**src/logic/bfsg_pkg.sv**
```systemverilog
// Constants, encodings and carrier types of the boot flash section guard.
package bfsg_pkg;

    // ------------------------------------------------------------------
    // Flash geometry and section boundaries (word addresses)
    // ------------------------------------------------------------------
    localparam int ADDR_W = 13;
    localparam int WORD_W = 6;
    localparam int PAGE_W = ADDR_W - WORD_W;
    localparam logic [ADDR_W-1:0] NO_READ_WHILE_WRITE_AREA_START = 13'h1c00;
    localparam logic [ADDR_W-1:0] BOOT_START_00 = 13'h1c00;
    localparam logic [ADDR_W-1:0] BOOT_START_01 = 13'h1e00;
    localparam logic [ADDR_W-1:0] BOOT_START_10 = 13'h1f00;
    localparam logic [ADDR_W-1:0] BOOT_START_11 = 13'h1f80;

    // ------------------------------------------------------------------
    // Lock bits (0 = programmed) and reset values
    // ------------------------------------------------------------------
    localparam int LOCK_APP_LOW = 0;
    localparam int LOCK_APP_HIGH = 1;
    localparam int LOCK_BOOT_LOW = 2;
    localparam int LOCK_BOOT_HIGH = 3;
    localparam logic [3:0] LOCK_ERASED = 4'hf;
    localparam logic [1:0] FUSE_RESET = 2'h3;

    // ------------------------------------------------------------------
    // Register map and status fields
    // ------------------------------------------------------------------
    localparam int REG_AW = 2;
    localparam logic [REG_AW-1:0] OFS_CTRL = 2'h0;
    localparam logic [REG_AW-1:0] OFS_STATUS = 2'h1;
    localparam logic [REG_AW-1:0] OFS_LOCK = 2'h2;
    localparam logic [REG_AW-1:0] OFS_FUSE = 2'h3;
    localparam int CTRL_REENABLE = 0;
    localparam int STAT_BUSY_FLAG = 0;
    localparam int STAT_PROG = 1;
    localparam int STAT_HALT = 2;
    localparam int STAT_REFUSED = 3;

    // ------------------------------------------------------------------
    // Timing
    // ------------------------------------------------------------------
    localparam int CLK_MHZ = 10;
    localparam int PROG_TIME_US = 4000;
    localparam int PROG_CYCLES = PROG_TIME_US * CLK_MHZ;
    localparam int CNT_W = 16;

    // ------------------------------------------------------------------
    // Types
    // ------------------------------------------------------------------
    typedef enum logic [1:0] {
        OP_LOAD = 2'h0,
        OP_ERASE = 2'h1,
        OP_WRITE = 2'h2,
        OP_LOCK = 2'h3
    } bfsg_op_t;

    typedef enum logic [1:0] {
        ST_IDLE = 2'h1,
        ST_PROG = 2'h2
    } bfsg_state_t;

    typedef struct packed {
        logic valid;
        bfsg_op_t op;
        logic [ADDR_W-1:0] exec_addr;
        logic [ADDR_W-1:0] z_addr;
        logic [3:0] lock_data;
    } bfsg_spm_req_t;

    typedef struct packed {
        logic valid;
        logic [ADDR_W-1:0] exec_addr;
        logic [ADDR_W-1:0] z_addr;
    } bfsg_lpm_req_t;

    typedef struct packed {
        logic accepted;
        logic refused;
    } bfsg_resp_t;

    typedef struct packed {
        logic start;
        bfsg_op_t op;
        logic [PAGE_W-1:0] page;
    } bfsg_flash_cmd_t;

endpackage : bfsg_pkg

```
**src/logic/bfsg_guard.sv**
```systemverilog
// Boot flash section guard: self-programming access, halt and lock control.
`timescale 1ns/1ps

module bfsg_guard #(
    parameter int PROG_CYCLES = bfsg_pkg::PROG_CYCLES
) (
    input wire logic sys_clk,
    input wire logic rst_b,
    input wire logic [bfsg_pkg::REG_AW-1:0] reg_addr,
    input wire logic [7:0] reg_wdata,
    input wire logic reg_wr,
    input wire logic reg_rd,
    output logic [7:0] reg_rdata,
    input wire bfsg_pkg::bfsg_spm_req_t spm_req,
    output bfsg_pkg::bfsg_resp_t spm_resp,
    input wire bfsg_pkg::bfsg_lpm_req_t lpm_req,
    output bfsg_pkg::bfsg_resp_t lpm_resp,
    input wire logic [1:0] boot_size_fuses,
    input wire logic [3:0] lock_nv,
    input wire logic ext_lock_valid,
    input wire logic [3:0] ext_lock_data,
    input wire logic chip_erase,
    input wire logic vectors_in_boot,
    input wire logic [bfsg_pkg::ADDR_W-1:0] core_pc,
    output bfsg_pkg::bfsg_flash_cmd_t flash_cmd,
    output logic core_halt,
    output logic rww_fetch_block,
    output logic irq_disable,
    output logic rw_area_busy_flag
);

    // ------------------------------------------------------------------
    // Section decoding
    // ------------------------------------------------------------------
    // The boot start is never allowed below the fixed area boundary.
    // boot kept high
    function automatic logic [bfsg_pkg::ADDR_W-1:0] boot_start(
        input logic [1:0] fuses
    );
        logic [bfsg_pkg::ADDR_W-1:0] s;
        unique case (fuses)
            2'h0: s = bfsg_pkg::BOOT_START_00;
            2'h1: s = bfsg_pkg::BOOT_START_01;
            2'h2: s = bfsg_pkg::BOOT_START_10;
            2'h3: s = bfsg_pkg::BOOT_START_11;
        endcase
        if (s < bfsg_pkg::NO_READ_WHILE_WRITE_AREA_START) begin
            s = bfsg_pkg::NO_READ_WHILE_WRITE_AREA_START;
        end
        return s;
    endfunction : boot_start

    function automatic logic in_boot(
        input logic [bfsg_pkg::ADDR_W-1:0] addr,
        input logic [bfsg_pkg::ADDR_W-1:0] start
    );
        return addr >= start;
    endfunction : in_boot

    function automatic logic in_rww(
        input logic [bfsg_pkg::ADDR_W-1:0] addr
    );
        return addr < bfsg_pkg::NO_READ_WHILE_WRITE_AREA_START;
    endfunction : in_rww

    localparam logic [bfsg_pkg::CNT_W-1:0] PROG_LAST =
        bfsg_pkg::CNT_W'(PROG_CYCLES - 1);

    bfsg_pkg::bfsg_state_t state_reg;
    logic [bfsg_pkg::CNT_W-1:0] cnt_reg;
    logic [3:0] lock_reg;
    logic lock_loaded_reg;
    logic [1:0] fuse_reg;
    logic target_no_read_while_write_area_reg;
    logic refused_reg;
    logic [bfsg_pkg::ADDR_W-1:0] boot_lo;
    logic spm_from_boot;
    logic spm_to_boot;
    logic spm_prog_op;
    logic spm_ok;
    logic spm_take;
    logic lpm_ok;
    logic reenable_wr;
    logic prog_done;
    logic prog_go;
    logic busy_clear;
    logic pc_in_boot;
    logic [7:0] status_vec;

    // ------------------------------------------------------------------
    // Request decoding
    // ------------------------------------------------------------------
    // Requests are judged in the cycle they arrive; nothing is queued.
    // fuse sizing
    assign boot_lo = boot_start(fuse_reg);
    assign pc_in_boot = in_boot(core_pc, boot_lo);
    assign spm_from_boot = in_boot(spm_req.exec_addr, boot_lo);
    assign spm_to_boot = in_boot(spm_req.z_addr, boot_lo);
    assign spm_prog_op = (spm_req.op == bfsg_pkg::OP_ERASE) ||
                         (spm_req.op == bfsg_pkg::OP_WRITE);
    assign spm_take = spm_req.valid && (state_reg == bfsg_pkg::ST_IDLE);
    assign prog_done = (state_reg == bfsg_pkg::ST_PROG) &&
                       (cnt_reg == PROG_LAST);
    assign reenable_wr = reg_wr && (reg_addr == bfsg_pkg::OFS_CTRL) &&
                         reg_wdata[bfsg_pkg::CTRL_REENABLE];
    assign prog_go = spm_ok && spm_prog_op;
    assign busy_clear = (spm_ok && spm_req.op == bfsg_pkg::OP_LOAD) ||
                        (reenable_wr && state_reg == bfsg_pkg::ST_IDLE);

    // ------------------------------------------------------------------
    // Store-program decision
    // ------------------------------------------------------------------
    // Only the section lock bits are consulted; the chip-wide lock modes
    // are deliberately not an input of this block.
    // chip locks ignored
    always_comb begin
        spm_ok = 1'b0;
        if (spm_take && spm_from_boot) begin
            if (!spm_prog_op) begin
                spm_ok = 1'b1;
            end else if (spm_to_boot) begin
                spm_ok = lock_reg[bfsg_pkg::LOCK_BOOT_LOW];
            end else begin
                spm_ok = lock_reg[bfsg_pkg::LOCK_APP_LOW];
            end
        end
    end

    // ------------------------------------------------------------------
    // Load-program decision
    // ------------------------------------------------------------------
    // Reads follow the busy flag rather than the sequencer, so the area
    // stays shut until software reopens it.
    always_comb begin
        logic from_boot;
        logic to_boot;
        from_boot = in_boot(lpm_req.exec_addr, boot_lo);
        to_boot = in_boot(lpm_req.z_addr, boot_lo);
        lpm_ok = 1'b1;
        if (from_boot && !to_boot &&
            !lock_reg[bfsg_pkg::LOCK_APP_HIGH]) begin
            lpm_ok = 1'b0;
        end
        if (!from_boot && to_boot &&
            !lock_reg[bfsg_pkg::LOCK_BOOT_HIGH]) begin
            lpm_ok = 1'b0;
        end
        if (rw_area_busy_flag && in_rww(lpm_req.z_addr)) begin
            lpm_ok = 1'b0;
        end
    end

    // ------------------------------------------------------------------
    // Sequencer
    // ------------------------------------------------------------------
    // A store request that arrives while programming runs is refused, never
    // held back for later.
    always_ff @(posedge sys_clk or negedge rst_b) begin
        if (!rst_b) begin
            state_reg <= bfsg_pkg::ST_IDLE;
        end else begin
            unique case (state_reg)
                bfsg_pkg::ST_IDLE: begin
                    if (spm_ok && spm_prog_op) begin
                        state_reg <= bfsg_pkg::ST_PROG;
                    end
                end
                bfsg_pkg::ST_PROG: begin
                    if (prog_done) begin
                        state_reg <= bfsg_pkg::ST_IDLE;
                    end
                end
            endcase
        end
    end

    // The counter rests at zero outside programming, so every start runs
    // the full programming time.
    always_ff @(posedge sys_clk or negedge rst_b) begin
        if (!rst_b) begin
            cnt_reg <= '0;
        end else if (state_reg == bfsg_pkg::ST_PROG) begin
            cnt_reg <= cnt_reg + 1'b1;
        end else begin
            cnt_reg <= '0;
        end
    end

    // The page is latched at the start so the core may reuse its pointer.
    always_ff @(posedge sys_clk or negedge rst_b) begin
        if (!rst_b) begin
            flash_cmd <= '0;
            target_no_read_while_write_area_reg <= 1'b0;
        end else begin
            flash_cmd.start <= spm_ok && spm_req.op != bfsg_pkg::OP_LOCK;
            if (spm_ok) begin
                flash_cmd.op <= spm_req.op;
                flash_cmd.page <=
                    spm_req.z_addr[bfsg_pkg::ADDR_W-1:bfsg_pkg::WORD_W];
            end
            if (spm_ok && spm_prog_op) begin
                target_no_read_while_write_area_reg <= !in_rww(spm_req.z_addr);
            end
        end
    end

    // ------------------------------------------------------------------
    // Core control outputs
    // ------------------------------------------------------------------
    // Halt depends on the target page only, never on the running code.
    always_ff @(posedge sys_clk or negedge rst_b) begin
        if (!rst_b) begin
            core_halt <= 1'b0;
        end else if (prog_go) begin
            core_halt <= !in_rww(spm_req.z_addr);
        end else if (prog_done) begin
            core_halt <= 1'b0;
        end
    end

    // A new programming start in the same cycle as a clear keeps it set.
    always_ff @(posedge sys_clk or negedge rst_b) begin
        if (!rst_b) begin
            rw_area_busy_flag <= 1'b0;
        end else if (prog_go) begin
            rw_area_busy_flag <= 1'b1;
        end else if (busy_clear) begin
            rw_area_busy_flag <= 1'b0;
        end
    end

    // Fetch blocking follows the flag; software must clear it itself.
    always_ff @(posedge sys_clk or negedge rst_b) begin
        if (!rst_b) begin
            rww_fetch_block <= 1'b0;
        end else if (prog_go) begin
            rww_fetch_block <= 1'b1;
        end else if (busy_clear) begin
            rww_fetch_block <= 1'b0;
        end
    end

    // The mask trails the fetch address by one cycle, so software must not
    // take an interrupt on the first cycle after a section change.
    always_ff @(posedge sys_clk or negedge rst_b) begin
        if (!rst_b) begin
            irq_disable <= 1'b0;
        end else begin
            irq_disable <=
                (!lock_reg[bfsg_pkg::LOCK_APP_HIGH] && vectors_in_boot &&
                 !pc_in_boot) ||
                (!lock_reg[bfsg_pkg::LOCK_BOOT_HIGH] && !vectors_in_boot &&
                 pc_in_boot);
        end
    end

    // ------------------------------------------------------------------
    // Responses
    // ------------------------------------------------------------------
    // A refused store leaves a sticky status bit until status is read.
    always_ff @(posedge sys_clk or negedge rst_b) begin
        if (!rst_b) begin
            spm_resp <= '0;
            lpm_resp <= '0;
            refused_reg <= 1'b0;
        end else begin
            spm_resp.accepted <= spm_ok;
            spm_resp.refused <= spm_req.valid && !spm_ok;
            lpm_resp.accepted <= lpm_req.valid && lpm_ok;
            lpm_resp.refused <= lpm_req.valid && !lpm_ok;
            if (spm_req.valid && !spm_ok) begin
                refused_reg <= 1'b1;
            end else if (reg_rd && reg_addr == bfsg_pkg::OFS_STATUS) begin
                refused_reg <= 1'b0;
            end
        end
    end

    // ------------------------------------------------------------------
    // Lock bits and fuses
    // ------------------------------------------------------------------
    // Lock values are sampled once after reset release, since an asynchronous
    // reset may only load constants; fuse values are resampled every cycle.
    always_ff @(posedge sys_clk or negedge rst_b) begin
        if (!rst_b) begin
            lock_reg <= bfsg_pkg::LOCK_ERASED;
            fuse_reg <= bfsg_pkg::FUSE_RESET;
            lock_loaded_reg <= 1'b0;
        end else begin
            lock_loaded_reg <= 1'b1;
            fuse_reg <= boot_size_fuses;
            if (!lock_loaded_reg) begin
                lock_reg <= lock_nv;
            end else if (chip_erase) begin
                lock_reg <= bfsg_pkg::LOCK_ERASED;
            end else begin
                lock_reg <= lock_reg &
                    (ext_lock_valid ? ext_lock_data : 4'hf) &
                    ((spm_ok && spm_req.op == bfsg_pkg::OP_LOCK) ?
                     spm_req.lock_data : 4'hf) &
                    ((reg_wr && reg_addr == bfsg_pkg::OFS_LOCK) ?
                     reg_wdata[3:0] : 4'hf);
            end
        end
    end

    // ------------------------------------------------------------------
    // Register read port
    // ------------------------------------------------------------------
    // Status bits sit at the positions the package names for them.
    always_comb begin
        status_vec = '0;
        status_vec[bfsg_pkg::STAT_BUSY_FLAG] = rw_area_busy_flag;
        status_vec[bfsg_pkg::STAT_PROG] = state_reg == bfsg_pkg::ST_PROG;
        status_vec[bfsg_pkg::STAT_HALT] = core_halt;
        status_vec[bfsg_pkg::STAT_REFUSED] = refused_reg;
    end

    always_ff @(posedge sys_clk or negedge rst_b) begin
        if (!rst_b) begin
            reg_rdata <= '0;
        end else if (reg_rd) begin
            unique case (reg_addr)
                bfsg_pkg::OFS_CTRL: reg_rdata <= '0;
                bfsg_pkg::OFS_STATUS: reg_rdata <= status_vec;
                bfsg_pkg::OFS_LOCK: reg_rdata <= {4'h0, lock_reg};
                bfsg_pkg::OFS_FUSE: reg_rdata <= {6'h00, fuse_reg};
            endcase
        end else begin
            reg_rdata <= '0;
        end
    end

endmodule : bfsg_guard

```
**config.mk**
```make
export PLATFORM = sky130hd
export DESIGN_NAME = bfsg_guard
export DESIGN_NICKNAME = d
export VERILOG_FILES = /design/src/logic/bfsg_pkg.sv /design/src/logic/bfsg_guard.sv
export SDC_FILE = /design/constraint.sdc
export NUM_CORES = 1
export LEC_CHECK = 0
export BUFFER_PORTS_ARGS = -buffer_cell sky130_fd_sc_hd__buf_2
export CORE_MARGIN = 2
export CORE_UTILIZATION = 35
export DETAILED_ROUTE_END_ITERATION = 8
export PLACE_DENSITY = 0.66
export SYNTH_ARGS = -nofsm -noshare
export SYNTH_HDL_FRONTEND = slang
export SYNTH_SLANG_ARGS = --single-unit
```
**constraint.sdc**
```tcl
create_clock -name sys_clk -period 2.7 [get_ports sys_clk]
set_clock_uncertainty 0.2 [all_clocks]
set_input_delay 0.27 -clock sys_clk [delete_from_list [all_inputs] [get_ports sys_clk]]
set_output_delay 0.27 -clock sys_clk [all_outputs]
set_load 0.02 [all_outputs]
```
### Yosys cells after proc, flatten, opt, wreduce, memory -nomap -nowiden

Cells that the tools add are included.

* add/sub/neg operators: 1
* magnitude comparators: 8
* equality and inequality tests: 15
* muxes and demuxes: 25
* bitwise gates (word level): 3
* reduce and logical (&&, ||, !) cells: 43

Operators by type and width (count)
* $ge 13x13->1: 5
* $pmux 13 s4: 1
* $lt 13x13->1 const B: 3
* $pmux 8 s4: 1
* $logic_and 1x1->1: 24
* $mux 4: 5
* $add 16x1->16 const B: 1
* $eq 16x16->1 const B: 1
* $mux 16: 1
* $eq 2x2->1 const B: 7
* $mux 13: 1
* $and 4x4->4: 3
* $mux 1: 12
* $logic_not 1->1: 9
* $eq 2x1->1 const B: 4
* $mux 8: 1
* $logic_not 2->1: 3
* $ne 2x2->1 const B: 3
* $reduce_bool 2->1: 3
* $mux 2: 2
* $pmux 2 s2: 1
* $logic_or 1x1->1: 3
* $reduce_and 2->1: 1

* flip-flop bits (word level): 51
* input port bits: 100
* output and inout bits: 26

### Logic depth before layout (Yosys ltp)

Gate-level depths: netlist of run 1.

* word-level depth: 14
* depth in mapped cells: 9
* mapped depth without buffers: 7

### Worst setup path before layout of run 1

No wires, ideal clock.

* kind: register to register
* start point: register fuse_reg[1]
* end point: register flash_cmd[5] (netlist bit)
* setup time: 125 ps
* data arrival time: 2496 ps
* slack: -121 ps
* cell stages (with the launch flop): 10
* path buffers: 2
* path through: dfstp_2 > inv_1 > ha_1 > or4b_4 > nor4_4 > nor3b_1 > o31a_1 > buf_6 > buf_8 > mux2_4

* cells in the longest elaborated chain, start to end: 8

Ends and longest elaborated chain
* start: declaration: RTL line bfsg_guard.sv:73 `logic [1:0] fuse_reg;`
* start signal: assignment: RTL line bfsg_guard.sv:287 `fuse_reg <= bfsg_pkg::FUSE_RESET;`
* start signal: assignment: RTL line bfsg_guard.sv:291 `fuse_reg <= boot_size_fuses;`
* $eq 2x2->1, or another cell as far along: RTL line bfsg_guard.sv:41 `unique case (fuses)`
* $pmux 13 s4 *: RTL line bfsg_guard.sv:41
* $lt 13x13->1: RTL line bfsg_guard.sv:47 `if (s < bfsg_pkg::NO_READ_WHILE_WRITE_AREA_START) begin`
* $mux 13 *: RTL line bfsg_guard.sv:47
* $ge 13x13->1: RTL line bfsg_guard.sv:57 `return addr >= start;`
* $mux 1: RTL line bfsg_guard.sv:121 `end else if (spm_to_boot) begin`
* $mux 1: RTL line bfsg_guard.sv:119 `if (!spm_prog_op) begin`
* $mux 1 *: RTL line bfsg_guard.sv:118 `if (spm_take && spm_from_boot) begin`
* net spm_ok: RTL line bfsg_guard.sv:80 `logic spm_ok;`
* end: declaration: RTL line bfsg_guard.sv:25 `output bfsg_pkg::bfsg_flash_cmd_t flash_cmd,`

Mark *: on every way through the listed nets, which the timed path passes. The rest lies on a longest branch. The select of a mux whose other input is x is not followed.
A chain may end at the register's enable or synchronous reset.

### Worst setup path in the final report of run 1

* start point: register fuse_reg[1]
* end point: register flash_cmd[4] (netlist bit)

* cells in the longest elaborated chain, start to end: 8

Ends and longest elaborated chain (RTL line)
* $eq 2x2->1, or another cell as far along: bfsg_guard.sv:41
* $pmux 13 s4 *: bfsg_guard.sv:41
* $lt 13x13->1: bfsg_guard.sv:47
* $mux 13 *: bfsg_guard.sv:47
* $ge 13x13->1: bfsg_guard.sv:57
* $mux 1: bfsg_guard.sv:121
* $mux 1: bfsg_guard.sv:119
* $mux 1 *: bfsg_guard.sv:118

Every way passes the cells marked *; elsewhere a longest branch is shown, timed or not. The select of a mux whose other input is x is not followed.

==> flow_summary_export.csv, run 1 <==
group,metric,value,unit
timing,clock.fmax,0.3743,GHz
grt,antenna_found_initial,0,
detailed_routing,vias,2400,
final_layout,n_antenna_cell,0,
setup_path,cp_num_buf_inv,2,
floorplan,die_w,90.81,microns
cts,cts_inserted_buffers,5,
setup_path,cp_max_fo,4,
logic_synthesis,ys_ff_latch,47,
logic_synthesis,yosysMostFrequentCell,"dfrtp_1",
setup_path,cp-start-kind,"flip-flop",
timing,final-setup-viol-count,0,
grt,track_usage,16.16,%
timing,relSlewSlack,62.14,%
outcome,status,"completed",
logic_synthesis,synth-async-reset-ratio,100.0,%
timing,maxSlewViolCount,0,
floorplan,core_area,0.007292,sq mm
setup_path,endpoint_kind,"flip-flop",
logic_synthesis,synthCells,256,
power,p_leak,1.898,nW
cts,root_buffer,"clkbuf_8",
setup_path,max_stage_delay,0.55,ns
timing,fin_crit,2.672,ns
min_path,hp-start,"spm_req[11]",
cts,clk_latency,0.30,ns
grt,grt_overflow,0,
timing,rsz0062_at_grt,"true",
floorplan,ios,126,
setup_path,critical-path-slowest-cell,"dfstp_2",
power,powerDensity,408.3,mW/mm^2
final_layout,syn_to_final_growth,38.47,%
detailed_routing,drt_wl_total,6670,microns
cts,cts_sinks,47,
cts,clk_path_buf_depth,2,
grt,grt_pass1_vias,2367,
final_layout,layout.nets,513,
place,gp_congestion,0.8902,
final_layout,finalCoreUtilization,50.09,%
place,placed_cells,478,
setup_path,crit_required,2.70,ns
cts,htreeDepth,2,
detailed_routing,dr.pass1.iters,4,
logic_synthesis,yosys-top-cells-area,"dfrtp_1 (38%), ha_1 (8.5%), dfstp_2 (7.0%)",
detailed_routing,drt_iter0_markers,91,
setup_path,crit-reg2reg-launch,"fuse_reg[1]$_DFF_PN1_",
setup_path,crit_chain,"inv_2 > ha_4 > or4b_4 > nor4_4 > o21a_1 > o31a_1 > buf_6 > mux2_2",
logic_synthesis,yosysSeqAreaShare,44.92,%
final_layout,fin_cells,495,
grt,grt_first_pass_wirelength,10830,microns
floorplan,rows,31,
timing,setup_ws,0.02817,ns
logic_synthesis,synth_top_area_share,37.95,%
grt,grt_max_degree,28,
timing,whs,0.009685,ns
cts,clkSlewWorstSetupHoldPaths,0.09,ns
logic_synthesis,netlist_area,0.002638,sq mm
logic_synthesis,avgSynthCellArea,10.30,sq um
floorplan,start_util,36.17,%
detailed_routing,viasPerCell,4.848,
timing,period_share,98.96,%
setup_path,crit_arrival,2.67,ns
timing,worstMarginPinSlew,0.5678,ns
final_layout,largest_reg_flops,16,
logic_synthesis,ys.warnings.count,0,
power,vdd_drop_max,0.1782,mV
flow_run,maxCapViolCount,0,
logic_synthesis,ys.flop_type,"dfrtp_1",
place,dpl.hpwl,5379,microns
detailed_routing,drc_errors,0,
floorplan,die_h,90.81,microns
setup_path,worst_path_dominant_cell_family,"simple AND/OR/NAND/NOR gates",
detailed_routing,ant_nets,0,
setup_path,cp-startpoint,"fuse_reg[1]$_DFF_PN1_",
cts,cts_tree,"done",
logic_synthesis,ys_top_cells_by_count,"dfrtp_1 (40), nor2_1 (23), ha_1 (18), nand2_1 (16), a21oi_1 (15)",
logic_synthesis,post-synth-top-area-cell,"dfrtp_1",
setup_path,timing.setup.critical_path_class,"flip-flop to flip-flop",
logic_synthesis,yosysUniqueCellTypes,48,
logic_synthesis,synth_edf_count,0,
min_path,hp-class,"input port to flip-flop",
place,portBuffers,117,
timing,finalHoldViolCount,0,
final_layout,drive_gt1_share,44.95,%
floorplan,dieArea,0.008246,sq mm
detailed_routing,wire_per_inst,13.47,microns
place,dp_slack,-0.1044,ns
[layout make-up]
type	count	area, sq um
fillers	731	3640
multi-input cells	189	1401
flip-flops and latches	47	1185
repair buffers	139	775.7
well taps	99	123.9
clock buffers	6	82.58
inverters	13	48.80
clock inverters	2	35.03
[cell families after synthesis]
group,Yosys count,synth area share (%)
flops,47,44.92
simple gates,98,21.44
mux,12,5.361
compound gates,44,10.77
other cells,2,0.2847
buf+inv,23,4.696
xor+xnor,12,3.985
fa+ha+maj,18,8.539
[metal layers]
| metal | track usage [%] | vias up | wire (microns) |
|---|---|---|---|
| met5 | 0 | - | 0 |
| met4 | 5.682 | 0 | 131 |
| met3 | 3.506 | 14 | 420 |
| met2 | 26.80 | 74 | 3164 |
| met1 | 20.85 | 1128 | 2953 |
| li1 | - | 1184 | - |
[cell usage in the layout (no fill, tap or decap), types with 3 or more instances in the layout]
cell and instances:
o21ai_0 6, nor2_1 23, a21oi_1 12, a21oi_2 3, buf_6 4, and2_1 4
nand3_1 8, a22oi_1 4, xor2_1 10, nand2b_1 3, dfstp_2 7, or3_1 3
or4_1 3, nand3b_1 4, nand4_1 6, o221a_2 4, buf_2 117, mux2_4 7
conb_1 5, inv_1 12, buf_4 14, nand2_1 16, mux2_2 4, nor2b_1 8
clkbuf_8 6, o22ai_1 4, ha_1 17, dfrtp_1 40, dlygate4sd3_1 4, nor4b_1 3
[through the flow]
stage | area [sq um] | total power [mW] | setup TNS, ns
finish | 3652 | 1.491 | 0
global route | 3652 | 1.563 | -0.4420
CTS | 3600 | 1.506 | -0.01830
detailed placement | 3388 | 0.9602 | -0.7790
global placement | 3388 | 0.9545 | -0.08690
floorplan | 2656 | 0.8409 | 0
[path summary, 6_finish.rpt]
| kind | endpoint | slack (ns) | depth (start not counted) |
|---|---|---|---|
| min in group asynchronous | flash_cmd[9]$_DFF_PN0_ | 0.30 | 2 |
| max reg2reg | flash_cmd[4]$_DFFE_PN0P_ | 0.03 | 8 |
| max | flash_cmd[4]$_DFFE_PN0P_ | 0.03 | 8 |
| min reg2reg | cnt_reg[0]$_DFF_PN0_ | 0.27 | 1 |
| min | flash_cmd[1]$_DFFE_PN0P_ | 0.01 | 2 |
| max in group asynchronous | fuse_reg[0]$_DFF_PN1_ | 1.27 | 3 |
[where the power goes]
part	leakage [nW]	switching, mW	internal [mW]
Clock	0.0612	0.230	0.300
Combinational	1.24	0.108	0.117
Sequential	0.592	0.0122	0.724
[what timing repair did]
item | in CTS | in global routing
endpoints found under the setup margin | 10 | 14
hold endpoints to repair | 25 | 0
hold buffers | 4 | 0
pin swaps | 3 | 3
gates cloned | 0 | 0
resized for setup | 7 | 12
setup buffers | 3 | 2
[worst register-to-register path, delay by kind of cell, from the launching register on]
family,cells,cell delay [ns]
AO/OA/AOI/OAI,2,0.39
adder cells (fa/ha/maj),1,0.26
buffers and inverters,2,0.20
flip-flops,1,0.55
multiplexers,1,0.32
AND/OR/NAND/NOR,2,0.64
Note: power is estimated with default switching activity, not from simulation.
==> run 2, diff against run 1 <==
--- a/config.mk
+++ b/config.mk
@@ -5,11 +5,10 @@
 export SDC_FILE = /design/constraint.sdc
 export NUM_CORES = 1
 export LEC_CHECK = 0
-export BUFFER_PORTS_ARGS = -buffer_cell sky130_fd_sc_hd__buf_2
 export CORE_MARGIN = 2
 export CORE_UTILIZATION = 35
 export DETAILED_ROUTE_END_ITERATION = 8
-export PLACE_DENSITY = 0.66
+export DONT_BUFFER_PORTS = 1
 export SYNTH_ARGS = -nofsm -noshare
 export SYNTH_HDL_FRONTEND = slang
 export SYNTH_SLANG_ARGS = --single-unit
==> run 2 against run 1 <==
Against the previous run:
- via count decreased by 14%
- hold slack improved by 0.017 ns
- count of clock-buffer cells in the layout increased by 2
- non-clock buffer count is 100 lower
- utilization decreased by 5.7 points
- first-iteration DRC count increased by 15%
- cell count shrank 20%
==> flow_summary_export.csv, run 2 (synthesized netlist as in run 1, its figures left out) <==
group,metric,value,unit
final_layout,fin_cells,395,
setup_path,rrSetupSlack,0.01,ns
setup_path,crit_required,2.70,ns
power,p_leak,1.474,nW
grt,track_usage,15.49,%
cts,clkSlewWorstSetupHoldPaths,0.09,ns
detailed_routing,vias,2056,
floorplan,die_h,90.81,microns
power,intPower,1.044,mW
final_layout,num-fill-cells,714,
detailed_routing,drc_errors,0,
timing,clock.fmax,0.3722,GHz
min_path,holdPathStages,4,
floorplan,start_util,36.17,%
min_path,min_to,"refused_reg$_DFFE_PN0P_",
grt,grt_overflow,0,
cts,clk_path_buf_depth,2,
cts,clk_latency,0.30,ns
cts,cts_sinks,47,
grt,grt_pass1_vias,2098,
power,p_clk_share,33.8,%
final_layout,syn_to_final_growth,22.77,%
setup_path,cp_max_fo,8,
power,power.total,1.374,mW
power,powerDensity,424.3,mW/mm^2
timing,finalHoldViolCount,0,
place,gp_congestion,0.7969,
setup_path,endpoint_kind,"flip-flop",
timing,maxSlewViolCount,0,
setup_path,r2r-end,"flash_cmd[4]$_DFFE_PN0P_",
power,combPwrFrac,11.8,%
timing,rsz0062_at_grt,"true",
final_layout,largest_reg_flops,16,
floorplan,dieArea,0.008246,sq mm
power,p_switching,329.4,uW
grt,grt_first_pass_wirelength,10180,microns
setup_path,crit-reg2reg-launch,"fuse_reg[1]$_DFF_PN1_",
place,dpl.hpwl,4588,microns
cts,cts_inserted_buffers,5,
final_layout,n_antenna_cell,0,
floorplan,rows,31,
cts,root_buffer,"clkbuf_8",
timing,period_share,99.52,%
power,vdd_drop_max,0.2457,mV
power,seq_power_share,54.4,%
final_layout,final_cell_mix,"dfrtp_1 (40), dlygate4sd3_1 (26), nor2_1 (23)",
cts,cts_tree,"done",
setup_path,cp-start-kind,"flip-flop",
floorplan,ios,126,
outcome,status,"completed",
setup_path,crit_arrival,2.68,ns
detailed_routing,drt_iter0_markers,105,
grt,antenna_found_initial,0,
final_layout,layout.nets,413,
floorplan,core_area,0.007292,sq mm
power,switching_share,23.97,%
place,placed_cells,357,
flow_run,maxCapViolCount,0,
setup_path,timing.setup.critical_path_class,"flip-flop to flip-flop",
detailed_routing,dr.pass1.iters,4,
timing,final-setup-viol-count,0,
min_path,hp-start,"reg_addr[1]",
timing,fin_crit,2.687,ns
final_layout,drive_gt1_share,18.24,%
grt,grt_max_degree,48,
place,portBuffers,0,
detailed_routing,wire_per_inst,15.92,microns
detailed_routing,ant_nets,0,
cts,htreeDepth,2,
detailed_routing,drt_wl_total,6290,microns
min_path,hp-class,"input port to flip-flop",
final_layout,layout_commonest_cell,"dfrtp_1",
setup_path,r2r_cells,8,
floorplan,die_w,90.81,microns
detailed_routing,viasPerCell,5.205,
[run 2: changes by cell type in the layout (fill, tap and decap cells not counted), moves of 3 or more]
cell,previous run,this run
buf_2,117,0
buf_4,14,10
buf_6,4,1
dlygate4sd3_1,4,26
mux2_2,4,7
mux2_4,7,4
[run 2: timing repair]
action / CTS / global route
endpoints found under the hold margin: 71 / 0
gates resized for setup: 2 / 10
buffers inserted: 1 / 2
pin swaps: 0 / 3
hold buffers: 27 / 0
setup endpoints to repair: 11 / 16
[run 2: worst max-delay path by stage]
stage                     startpoint                        to  slack, ns  cells past startpoint
2_1_floorplan  fuse_reg[1]$_DFF_PN1_  flash_cmd[5]$_DFFE_PN0P_      0.008                      9
3_3_place_gp   fuse_reg[1]$_DFF_PN1_  flash_cmd[1]$_DFFE_PN0P_      0.004                      8
3_5_place_dp   fuse_reg[1]$_DFF_PN1_  flash_cmd[4]$_DFFE_PN0P_      -0.03                      8
4_1_cts        fuse_reg[1]$_DFF_PN1_  flash_cmd[2]$_DFFE_PN0P_      0.005                      8
5_1_grt        fuse_reg[1]$_DFF_PN1_  flash_cmd[1]$_DFFE_PN0P_      -0.07                      8
6_report       fuse_reg[1]$_DFF_PN1_  flash_cmd[4]$_DFFE_PN0P_       0.01                      8
[run 2: layout make-up]
type	instances	area (sq um)	share of cell area (%)
multi-input combinational	189	1386	42.81
sequential	47	1185	36.59
timing repair buffer	39	394.1	12.17
tap	99	123.9	3.825
clock buffer	8	100.1	3.091
inverter	13	48.80	1.507
[run 2: power groups by stage]
stage               combinational, mW  sequential, mW  clock [mW]
finish                          0.162           0.747       0.465
global route                    0.184           0.749       0.513
CTS                             0.156           0.747       0.479
detailed placement              0.103           0.761           0
global placement               0.0991           0.760           0
floorplan                      0.0867           0.754           0
[run 2: critical path, cell delays in order, from the launching register on]
cell	delay [ns]
dfstp_2	0.55
inv_2	0.05
ha_4	0.26
or4b_4	0.47
nor4_4	0.18
o21a_1	0.17
o31a_1	0.22
buf_12	0.15
mux2_2	0.33
[run 2: layer usage]
metal | wire (microns) | global-route usage [%]
met1 | 2887 | 21.16
met2 | 2980 | 24.63
met3 | 330 | 3.506
met4 | 91 | 4.545
met5 | 0 | 0
[run 2: through the flow]
stage,TNS [ns],utilization [%],worst slack (ns),cell area (sq um),hold slack [ns]
6_report,0,44.41,0.01307,3238,0.02623
5_1_grt,-0.4937,44.41,-0.07071,3238,0.03784
4_1_cts,0,43.79,0.004729,3193,0.01108
3_5_place_dp,-0.1861,38.19,-0.02921,2785,-0.2235
3_3_place_gp,0,38.19,0.004274,2785,-0.2245
2_1_floorplan,0,-,0.007674,2656,-0.2256
